<file path="src/logic/mpss_consts.vh">
// Purpose: Constants of the motion program step sequencer.
// Assumes: 20 MHz clock, one program step word per fetch.
// Notes:   Opcodes are local to this sequencer's program store.
`ifndef MPSS_CONSTS_VH
`define MPSS_CONSTS_VH
// Clock rate and the dwell unit.
`define MPSS_CLK_HZ       20000000
`define MPSS_DWELL_UNIT_MS 10
`define MPSS_DWELL_UNIT_CYC ((`MPSS_CLK_HZ / 1000) * `MPSS_DWELL_UNIT_MS)
// Opcode field of a step word.
`define MPSS_OP_MSB      35
`define MPSS_OP_LSB      32
`define MPSS_OP_NOP      4'h0
`define MPSS_OP_MOVE     4'h1
`define MPSS_OP_DWELL    4'h2
`define MPSS_OP_SYNC     4'h3
`define MPSS_OP_IPOS     4'h4
`define MPSS_OP_COUNT    4'h5
`define MPSS_OP_FOR      4'h6
`define MPSS_OP_NEXT     4'h7
`define MPSS_OP_TRIP     4'h8
`define MPSS_OP_END      4'hF
// Argument field of a step word.
`define MPSS_ARG_MSB     31
`define MPSS_ARG_LSB     0
// Reset values.
`define MPSS_PC_RST      8'h00
`endif

</file>
<file path="src/logic/mpss_dwell_timer.v">
// Purpose: Dwell timer counting in whole dwell units.
// Assumes: Start is a one-cycle pulse carrying the unit count.
// Notes:   A count of zero finishes on the cycle after start.
`timescale 1ns/100ps
`include "mpss_consts.vh"
module mpss_dwell_timer
#(
  parameter UNIT_CYC = `MPSS_DWELL_UNIT_CYC
)
(
  // Clock and reset.
  input  wire        clk_i,
  input  wire        nrst_i,
  // Control.
  input  wire        start_i,
  input  wire [31:0] units_i,
  // Status.
  output wire        done_o
);
  reg [31:0] units_r;
  reg [31:0] pre_r;
  reg        busy_r;

  // Prescaler divides the clock to dwell units; units count down.
  always @(posedge clk_i or negedge nrst_i)
  begin
    if (!nrst_i)
    begin
      units_r <= 32'h0;
      pre_r   <= 32'h0;
      busy_r  <= 1'b0;
    end
    else if (start_i)
    begin
      units_r <= units_i;
      pre_r   <= 32'h0;
      busy_r  <= 1'b1;
    end
    else if (busy_r)
    begin
      if (units_r == 32'h0)
        busy_r <= 1'b0;
      else if (pre_r == UNIT_CYC - 1)
      begin
        pre_r   <= 32'h0;
        units_r <= units_r - 32'h1;
      end
      else
        pre_r <= pre_r + 32'h1;
    end
  end

  assign done_o = busy_r && (units_r == 32'h0);
endmodule

</file>
<file path="src/logic/mpss_top.v">
// Purpose: Step sequencer of a positioning program.
// Assumes: Motion generator reports remaining distance and stops itself.
// Notes:   One program loop level; motion is only requested here.
// Contract
// - A dwell waits for zero remaining distance, then for its time.
// - Dwell counts in 10 ms units, so a later sync sees input after it.
// - A sync step holds until its selected program input is high.
// - Interrupt positioning stops the set distance past the input edge.
// - Interrupt positioning is skipped when the move is shorter than it.
// - Short interrupt distance still stops there with shorter deceleration.
// - The stop point depends on speed when the interrupt command activates.
// - A count step holds until the pulse count exceeds its setting.
// - A count step of zero clears the accumulated pulse count.
// - Steps of a repeat loop run the set number of times, then go on; a setting of zero runs them once.
// - A trip step holds until the axis passes the set point.
`timescale 1ns/100ps
`include "mpss_consts.vh"
module mpss_top
#(
  parameter AW        = 8,
  parameter DWELL_CYC = `MPSS_DWELL_UNIT_CYC
)
(
  // Clock and reset.
  input  wire          CLK_I,
  input  wire          NRST_I,
  // Program start and store.
  input  wire          START_I,
  output reg  [AW-1:0] STEP_ADDR_O,
  input  wire [35:0]   STEP_DATA_I,
  // Motion generator.
  input  wire [31:0]   REMAIN_DIST_I,
  input  wire [31:0]   MOVE_DIST_I,
  input  wire          TRIP_PASSED_I,
  output reg           MOVE_REQ_O,
  output reg           IPOS_REQ_O,
  output reg  [31:0]   IPOS_DIST_O,
  output reg  [31:0]   ARG_O,
  output reg           TRIP_ARM_O,
  // Program inputs and pulse generator.
  input  wire [2:0]    PROG_IN_I,
  input  wire          PULSE_I,
  // Status.
  output wire          BUSY_O
);
  // States, one-hot.
  localparam [6:0] S_IDLE  = 7'h01;
  localparam [6:0] S_FETCH = 7'h02;
  localparam [6:0] S_EXEC  = 7'h04;
  localparam [6:0] S_DWAIT = 7'h08;
  localparam [6:0] S_DTIME = 7'h10;
  localparam [6:0] S_HOLD  = 7'h20;
  localparam [6:0] S_IPOSW = 7'h40;

  reg [6:0]    state_r;
  reg [AW-1:0] loop_start_r;
  reg [31:0]   loop_cnt_r;
  reg          in_loop_r;
  reg [31:0]   pulse_cnt_r;
  reg [31:0]   count_set_r;
  reg [2:0]    sync_sel_r;
  reg [3:0]    hold_op_r;
  reg          pulse_clr_r;
  reg          dwell_go_r;

  // Step increment at the address width, so no bits are dropped.
  localparam [AW-1:0] ADDR_ONE = {{(AW-1){1'b0}}, 1'b1};

  wire [3:0]  op  = STEP_DATA_I[`MPSS_OP_MSB:`MPSS_OP_LSB];
  wire [31:0] arg = STEP_DATA_I[`MPSS_ARG_MSB:`MPSS_ARG_LSB];
  wire        dwell_done;

  assign BUSY_O = (state_r != S_IDLE);

  // True when the step at hand may release the hold.
  function hold_ok;
    input [3:0]  hop;
    input [2:0]  sel;
    input [2:0]  pin;
    input [31:0] pcnt;
    input [31:0] pset;
    input        trip;
    begin
      case (hop)
        `MPSS_OP_SYNC:  hold_ok = |(sel & pin);
        `MPSS_OP_COUNT: hold_ok = (pcnt > pset);
        `MPSS_OP_TRIP:  hold_ok = trip;
        default:        hold_ok = 1'b1;
      endcase
    end
  endfunction

  mpss_dwell_timer
  #(
    .UNIT_CYC (DWELL_CYC)
  )
  u_dwell
  (
    .clk_i   (CLK_I),
    .nrst_i  (NRST_I),
    .start_i (dwell_go_r),
    .units_i (count_set_r),
    .done_o  (dwell_done)
  );

  // Pulse accumulator; a clear and a pulse together leave one count.
  always @(posedge CLK_I or negedge NRST_I)
  begin
    if (!NRST_I)
      pulse_cnt_r <= 32'h0;
    else if (pulse_clr_r)
      pulse_cnt_r <= PULSE_I ? 32'h1 : 32'h0;
    else if (PULSE_I)
      pulse_cnt_r <= pulse_cnt_r + 32'h1;
  end

  // Main sequencer. Each step is one fetch cycle and one execute cycle, plus wait states for dwell, sync, count, trip and interrupt steps.
  always @(posedge CLK_I or negedge NRST_I)
  begin
    if (!NRST_I)
    begin
      state_r      <= S_IDLE;
      STEP_ADDR_O  <= `MPSS_PC_RST;
      loop_start_r <= {AW{1'b0}};
      loop_cnt_r   <= 32'h0;
      in_loop_r    <= 1'b0;
      count_set_r  <= 32'h0;
      sync_sel_r   <= 3'h0;
      hold_op_r    <= `MPSS_OP_NOP;
      MOVE_REQ_O   <= 1'b0;
      IPOS_REQ_O   <= 1'b0;
      IPOS_DIST_O  <= 32'h0;
      ARG_O        <= 32'h0;
      TRIP_ARM_O   <= 1'b0;
      pulse_clr_r  <= 1'b0;
      dwell_go_r   <= 1'b0;
    end
    else
    begin
      MOVE_REQ_O  <= 1'b0;
      IPOS_REQ_O  <= 1'b0;
      TRIP_ARM_O  <= 1'b0;
      pulse_clr_r <= 1'b0;
      dwell_go_r  <= 1'b0;
      case (state_r)
        S_IDLE:
        begin
          if (START_I)
          begin
            STEP_ADDR_O <= `MPSS_PC_RST;
            in_loop_r   <= 1'b0;
            state_r     <= S_FETCH;
          end
        end
        S_FETCH:
          state_r <= S_EXEC;
        S_EXEC:
        begin
          ARG_O       <= arg;
          STEP_ADDR_O <= STEP_ADDR_O + ADDR_ONE;
          state_r     <= S_FETCH;
          case (op)
            `MPSS_OP_MOVE:
              MOVE_REQ_O <= 1'b1;
            `MPSS_OP_DWELL:
            begin
              count_set_r <= arg;
              state_r     <= S_DWAIT;
            end
            `MPSS_OP_SYNC:
            begin
              sync_sel_r <= arg[2:0];
              hold_op_r  <= op;
              state_r    <= S_HOLD;
            end
            `MPSS_OP_IPOS:
            begin
              // A move shorter than the interrupt distance skips it.
              if (MOVE_DIST_I >= arg)
              begin
                sync_sel_r  <= 3'h7;
                IPOS_DIST_O <= arg;
                state_r     <= S_IPOSW;
              end
            end
            `MPSS_OP_COUNT:
            begin
              count_set_r <= arg;
              if (arg == 32'h0)
                pulse_clr_r <= 1'b1;
              else
              begin
                hold_op_r <= op;
                state_r   <= S_HOLD;
              end
            end
            `MPSS_OP_TRIP:
            begin
              TRIP_ARM_O <= 1'b1;
              hold_op_r  <= op;
              state_r    <= S_HOLD;
            end
            `MPSS_OP_FOR:
            begin
              // Single loop level: a nested start overwrites the outer one.
              loop_start_r <= STEP_ADDR_O + ADDR_ONE;
              loop_cnt_r   <= arg;
              in_loop_r    <= (arg > 32'h1);
            end
            `MPSS_OP_NEXT:
            begin
              if (in_loop_r && loop_cnt_r > 32'h1)
              begin
                loop_cnt_r  <= loop_cnt_r - 32'h1;
                STEP_ADDR_O <= loop_start_r;
                in_loop_r   <= (loop_cnt_r > 32'h2);
              end
              else
                in_loop_r <= 1'b0;
            end
            `MPSS_OP_END:
              state_r <= S_IDLE;
            default:
              state_r <= S_FETCH;
          endcase
        end
        S_DWAIT:
        begin
          // Dwell time starts only once the move has run out.
          if (REMAIN_DIST_I == 32'h0)
          begin
            dwell_go_r <= 1'b1;
            state_r  <= S_DTIME;
          end
        end
        S_DTIME:
        begin
          if (dwell_done && !dwell_go_r)
            state_r <= S_FETCH;
        end
        S_HOLD:
        begin
          if (hold_ok(hold_op_r, sync_sel_r, PROG_IN_I,
                      pulse_cnt_r, count_set_r, TRIP_PASSED_I))
            state_r <= S_FETCH;
        end
        S_IPOSW:
        begin
          // The generator itself decelerates, shortening the ramp if the
          // distance is too short; the stop depends on speed at this edge.
          if (|PROG_IN_I)
          begin
            IPOS_REQ_O <= 1'b1;
            state_r   <= S_DWAIT;
            count_set_r <= 32'h0;
          end
        end
        default:
          state_r <= S_IDLE;
      endcase
    end
  end
endmodule
</file>
<file path="config.mk">
export PLATFORM = sky130hd
export DESIGN_NAME = mpss_top
export DESIGN_NICKNAME = d
export VERILOG_FILES = /design/src/logic/mpss_dwell_timer.v /design/src/logic/mpss_top.v
export VERILOG_INCLUDE_DIRS = /design/src /design/src/logic
export SDC_FILE = /design/constraint.sdc
export NUM_CORES = 1
export LEC_CHECK = 0
export ABC_AREA = 1
export BUFFER_PORTS_ARGS = -buffer_cell sky130_fd_sc_hd__buf_4
export CAP_MARGIN = 30
export CORE_ASPECT_RATIO = 0.9
export CORE_MARGIN = 3
export CORE_UTILIZATION = 59
export DETAILED_ROUTE_END_ITERATION = 7
export GPL_TIMING_DRIVEN = 0
export PLACE_DENSITY = 0.92
export SLEW_MARGIN = 5
export SYNTH_ARGS = -nofsm -noshare
export SYNTH_HDL_FRONTEND = slang
export SYNTH_SLANG_ARGS = --single-unit
</file>
<file path="constraint.sdc">
create_clock -name CLK_I -period 3.05 [get_ports CLK_I]
set_clock_uncertainty 0.2 [all_clocks]
set_input_delay 0.305 -clock CLK_I [delete_from_list [all_inputs] [get_ports CLK_I]]
set_output_delay 0.305 -clock CLK_I [all_outputs]
set_load 0.02 [all_outputs]
</file>
==> results of run 1 <==
-- worst min-delay path, stage by stage --
cell	delay [ns]
buf_4	0.11
o21ai_0	0.08
nand2_1	0.07
a21boi_1	0.16
-- layer usage --
| layer | part of all wire | track usage | wire, um | vias to the layer above |
|---|---|---|---|---|
| met1 | 0.37 | 0.507 | 21000 | 7913 |
| li1 | - | - | - | 7566 |
| met3 | 0.13 | 0.106 | 7350 | 378 |
| met5 | 0.00038 | 0.00868 | 22 | - |
| met2 | 0.43 | 0.596 | 24800 | 1290 |
| met4 | 0.077 | 0.241 | 4450 | 4 |
-- metrics by stage --
step | std cells | hold slack, ns | utilization | total power (W)
floorplan | 2103 | -0.191 | - | 0.00640
global placement | 2628 | 0.262 | 0.681 | 0.00760
detailed placement | 2630 | 0.121 | 0.684 | 0.00780
CTS | 2761 | 0.000578 | 0.753 | 0.0115
global route | 2768 | 0.0158 | 0.757 | 0.0123
finish | 2768 | 0.00207 | 0.757 | 0.0118
-- state kept, by name, indices dropped and copies added, names as in the netlist, 8 cells and up --
name,count
STEP_ADDR_O,8
count_set_r,32
u_dwell.pre_r,32
loop_start_r,8
loop_cnt_r,32
ARG_O,32
u_dwell.units_r,32
IPOS_DIST_O,32
pulse_cnt_r,32
-- final timing paths --
check                                start            endpoint  slack [ns]  depth (start not counted)
setup / recovery           STEP_DATA_I[35]     count_set_r[24]      -0.009                         11
hold / removal             STEP_DATA_I[23]      loop_cnt_r[23]       0.002                          4
setup reg to reg                state_r[5]     count_set_r[24]        0.05                         11
hold reg to reg            loop_start_r[5]     loop_start_r[5]        0.29                          2
max in group asynchronous           NRST_I     pulse_cnt_r[13]        1.60                          3
min in group asynchronous           NRST_I  u_dwell.units_r[9]        0.12                          2
-- kinds of logic (layout without fill, tap and decap cells) --
group	after synthesis	after routing	share of synthesized area
and+or+nand+nor	1002	1002	0.279
AOI/OAI and AO/OA	414	414	0.146
buffers and inverters	318	641	0.0799
DFF	261	261	0.418
adders and majority gates	71	71	0.0568
xor gates and xnor gates	37	37	0.0207
-- report_power, final --
group	switching, W	leakage, nW	internal, W
Clock	0.00153	0.487	0.00214
Sequential	0.000584	3.46	0.00412
Combinational	0.00217	5.52	0.00124
-- what timing repair did --
| item | CTS | global route |
|---|---|---|
| resized for setup | 0 | 23 |
| hold buffers | 80 | 0 |
| setup endpoints to repair | 0 | 33 |
| setup buffers | 0 | 7 |
| endpoints found under the hold margin | 170 | 0 |
-- area by class of cell --
type	instances	area, um^2	area share
multi-input combinational	1524	7890	0.407
sequential	261	6530	0.337
timing repair buffer	272	2290	0.118
inverter	254	956	0.0493
clock buffer	39	823	0.0425
tap	342	428	0.0221
buffer	64	308	0.0159
clock inverter	12	158	0.00813
-- placed cells by master, fill, tap and decap left out, types with 7 or more instances in the layout --
cell	n
dfrtp_1	259
o21a_1	7
nor4_1	17
o211ai_1	11
nor2_4	8
nor2_1	209
nand2_1	500
nor3_1	51
o21ai_0	251
xor2_1	31
nand3b_1	8
clkbuf_16	29
dlygate4sd3_1	80
inv_1	249
nand4_1	54
a21oi_1	95
ha_1	71
o31ai_1	11
buf_2	16
nor2_2	9
clkbuf_1	35
nand3_1	120
buf_4	192
==> results.yml, run 1 <==
placement:
  dp_hpwl_mm: 39.8
  dpl_worst_slack_ns: -0.483
  placed_area_mm2: 0.0175
  globalplace.congestion: 0.981
  port_buffers: 183
sta:
  finalCriticalPeriod_ns: 3.06
  setup_viol: 1
  fin_ws_ns: -0.00916
  max_slew.worst_pin.slew_ns: 1.01
  fin_tns_setup_ns: -0.00916
  hold_viol: 0
  drv_slew: 0
  max-slew-margin-rel: 0.325
  period_share: 1.00
  rsz0062_at_grt: "true"
  fmax_mhz: 327
die:
  die_y_um: 160
  io_pins: 184
  dieWidth_um: 178
  core_mm2: 0.0256
  dieArea_mm2: 0.0285
  start_util: 0.611
  row_count: 55
drt:
  drc: 26
  vias_per_cell: 6.20
  ant_nets: 0
  first_pass_iters: 8
  post_drt_wl_per_cell_um: 20.8
  drt_iter0_markers: 2529
  drt_wl_total_mm: 57.6
  vias: 17151
synth:
  synthFlopType: "dfrtp_1"
  synth_top_cells_by_area: "dfrtp_1 (42%), nand2_1 (12%), o21ai_0 (8.0%)"
  synth_seq_cells: 261
  netlist.area_leader.share: 0.416
  avgSynthCellArea_um2: 7.44
  synthDistinctLibCells: 54
  postSynth.asyncResetShare: 1.00
  synth-seq-area-share: 0.418
  yosys.area.top_type: "dfrtp_1"
  synth.most_common_cell: "nand2_1"
  syn_nets: 2282
  yosys_warnings: 0
  synth_common_cells: "nand2_1 (502), dfrtp_1 (260), inv_1 (251), o21ai_0 (251), nor2_1 (211)"
  synth_enable_flop_cells: 0
  synthCells: 2103
  synth_area_mm2: 0.0156
cells_and_area:
  drive_gt1_frac: 0.136
  stdcell_area_mm2: 0.0194
  final_nets: 2585
  area_growth_pct: 23.9
  diodes: 0
  fillers: 1802
clock_network:
  clk_latency_ns: 0.58
  cts_buffers: 29
  cts_tree: "built"
  cts_root_buf: "clkbuf_16"
  cts_sinks: 261
  h-tree-depth: 1
  clock_path_buffers: 3
  clkTransAtPathRegs_ns: 0.07
run:
  maxCapViolCount: 0
power_and_ir_drop:
  leakagePower_nw: 9.46
  ir_drop_mv: 0.517
  power.density_mw_per_mm2: 608
global_routing:
  antenna_found_initial: 2
  grt_max_degree: 108
  grt_pass1_vias: 16795
  grt_pass1_wl_mm: 89.2
  grt_usage: 0.395
  overflow: 0
hold_path:
  hold_class: "in -> reg"
critical_path:
  cp_slowest_cell: "dlygate4sd3_1"
  crit_fanout: 10
  cpPeakStageDelay_ns: 0.58
  cp_common_cell: "dlygate4sd3_1"
  crit_path_end_kind: "register"
  crit_buf_inv: 5
  path_cells: "dlygate4sd3_1 -> buf_4 -> inv_1 -> nand2_1 -> nor3_1 -> a21oi_1 -> nor2_4 -> clkbuf_4 -> nand3_1 -> dlygate4sd3_1 -> o21ai_0"
  criticalPathCategory: "in -> reg"
  cp_top_family: "buffers and inverters"
  crit_arrival_ns: 3.32
  required_ns: 3.31
  critPathLaunchType: "input pin"
run_status:
  violations: "design-rule violations, negative setup slack"
  status: "complete, but fails checks"
(Power assumes the default switching activity.)
==> run 2, diff against run 1 <==
- CORE_UTILIZATION: 59 -> 40
- PLACE_DENSITY: 0.92 -> unset
==> run 2 against run 1 <==
The flow finishes with violations (negative hold slack). Routed wire length decreased by 9.4%. Worst setup slack improved by 0.13 ns. Utilization decreased by 26 points. Non-clock buffer count decreased by 40. Critical endpoint is now dwell_go_r.
==> results.yml, run 2 (synthesized netlist as in run 1, its figures left out) <==
die:
  row_count: 68
  dieWidth_um: 214
  core_mm2: 0.0385
  io_pins: 184
  dieArea_mm2: 0.0415
  die_y_um: 194
  start_util: 0.407
critical_path:
  r2r-start: "u_dwell.units_r[0]"
  cp_slowest_cell: "dlygate4sd3_1"
  path_cells: "dlygate4sd3_1 -> buf_4 -> nor4_2 -> dlygate4sd3_1 -> nand3b_1 -> dlygate4sd3_1 -> nor3_2 -> dlygate4sd3_1"
  cp_common_cell: "dlygate4sd3_1"
  required_ns: 3.35
  startpoint: "REMAIN_DIST_I[9]"
  cpPeakStageDelay_ns: 0.59
  criticalPathCategory: "in -> reg"
  crit_path_end_kind: "register"
  crit_fanout: 2
  critPathLaunchType: "input pin"
  crit_arrival_ns: 3.23
global_routing:
  grt_usage: 0.247
  overflow: 0
  grt_use_met1: 0.348
  top_usage_layer: "met2"
  grt_max_degree: 112
  grtUsageMet3: 0.0435
  grtUsageMet2: 0.401
  antenna_found_initial: 0
  grt_pass1_vias: 14935
  grt_pass1_wl_mm: 83.1
drt:
  drt_iter0_markers: 1209
  first_pass_iters: 5
  drc: 0
  drt_wl_total_mm: 52.2
  vias: 15308
  post_drt_wl_per_cell_um: 17.9
  vias_per_cell: 5.25
  ant_nets: 0
cells_and_area:
  final_nets: 2547
  fillers: 3886
  diodes: 0
  multiInputGateArea_mm2: 0.00788
  drive_gt1_frac: 0.134
  stdcell_area_mm2: 0.0192
  final_cell_mix: "nand2_1 (502), dfrtp_1 (260), inv_1 (251), o21ai_0 (251), nor2_1 (211)"
  final_common_cell: "nand2_1"
  ff_latch_area_mm2: 0.00653
  area_growth_pct: 23.0
  final_cells: 2914
placement:
  placed_area_mm2: 0.0177
  dp_cells: 2813
  port_buffers: 183
  dp_hpwl_mm: 40.0
  globalplace.congestion: 0.940
power_and_ir_drop:
  switchingPower_w: 0.00405
  seqPwrFrac: 0.403
  leakagePower_nw: 9.36
  clockPowerShare: 0.325
  p_sw_frac: 0.350
  combinationalPowerShare: 0.272
  p_int_w: 0.00754
  power.density_mw_per_mm2: 602
  ir_drop_mv: 0.381
  finalPower_w: 0.0116
hold_path:
  hp-start: "PROG_IN_I[0]"
  hold_class: "in -> reg"
clock_network:
  cts_buffers: 31
  cts_root_buf: "clkbuf_16"
  cts_tree: "built"
  clkTransAtPathRegs_ns: 0.06
  clk_latency_ns: 0.60
  cts_sinks: 261
  cts_setup_buffers: 0
  h-tree-depth: 1
  clock_path_buffers: 3
sta:
  fin_hold_ws_ns: -0.000455
  fmax_mhz: 342
  period_share: 0.960
  max-slew-margin-rel: 0.435
  rsz0062_at_grt: "false"
  drv_slew: 0
  hold_viol: 1
  max_slew.worst_pin.slew_ns: 0.840
  finalCriticalPeriod_ns: 2.93
  setup_viol: 0
run:
  maxCapViolCount: 0
run_status:
  status: "complete, but fails checks"
  violations: "negative hold slack"
## run 2: final timing paths
kind	to	slack, ns	cells past startpoint
max	dwell_go_r	0.12	8
min	IPOS_REQ_O	-0.0005	3
max reg2reg	u_dwell.pre_r[5]	0.41	13
min reg2reg	loop_start_r[3]	0.28	2
max in group asynchronous	IPOS_DIST_O[12]	1.16	4
min in group asynchronous	IPOS_REQ_O	0.01	2
## run 2: per-layer routing
layer	up-vias	wire [um]
li1	7487	-
met1	7279	23800
met3	70	3320
met5	-	0
met2	472	24000
met4	0	1050
## run 2: final cells by class
class / instances / area share
flip-flops and latches: 261 / 0.339
well taps: 525 / 0.0341
multi-input cells: 1524 / 0.409
repair buffers: 232 / 0.0991
clock buffers: 42 / 0.0451
inverters: 254 / 0.0497
plain buffers: 64 / 0.0156
clock inverters: 12 / 0.00767
## run 2: timing repair
action / CTS / global route
setup endpoints to repair: 0 / 33
hold endpoints to repair: 276 / 0
resized for setup: 0 / 13
hold buffers: 47 / 0
## run 2: power groups by stage
stage / registers [W] / clock network [W] / logic, W
floorplan: 0.00485 / 0 / 0.00155
global placement: 0.00469 / 0 / 0.00302
detailed placement: 0.00470 / 0 / 0.00310
CTS: 0.00466 / 0.00385 / 0.00316
global route: 0.00474 / 0.00400 / 0.00356
finish: 0.00467 / 0.00377 / 0.00315
## run 2: critical path, delay by kind of cell
kind / cells / cell delay (ns)
buffers and inverters: 5 / 2.42
and+or+nand+nor: 3 / 0.49
## run 2: per-stage QoR
stage	hold slack, ns	setup slack [ns]	TNS, ns	utilization
final	-0.000455	0.123	0	0.500
after global routing	0.00519	0.0153	0	0.500
after CTS	0.0124	0.0989	0	0.500
after detailed placement	0.0234	0.0471	0	0.461
after global placement	0.264	-0.878	-219.14	0.460
after floorplan	-0.191	0.837	0	-
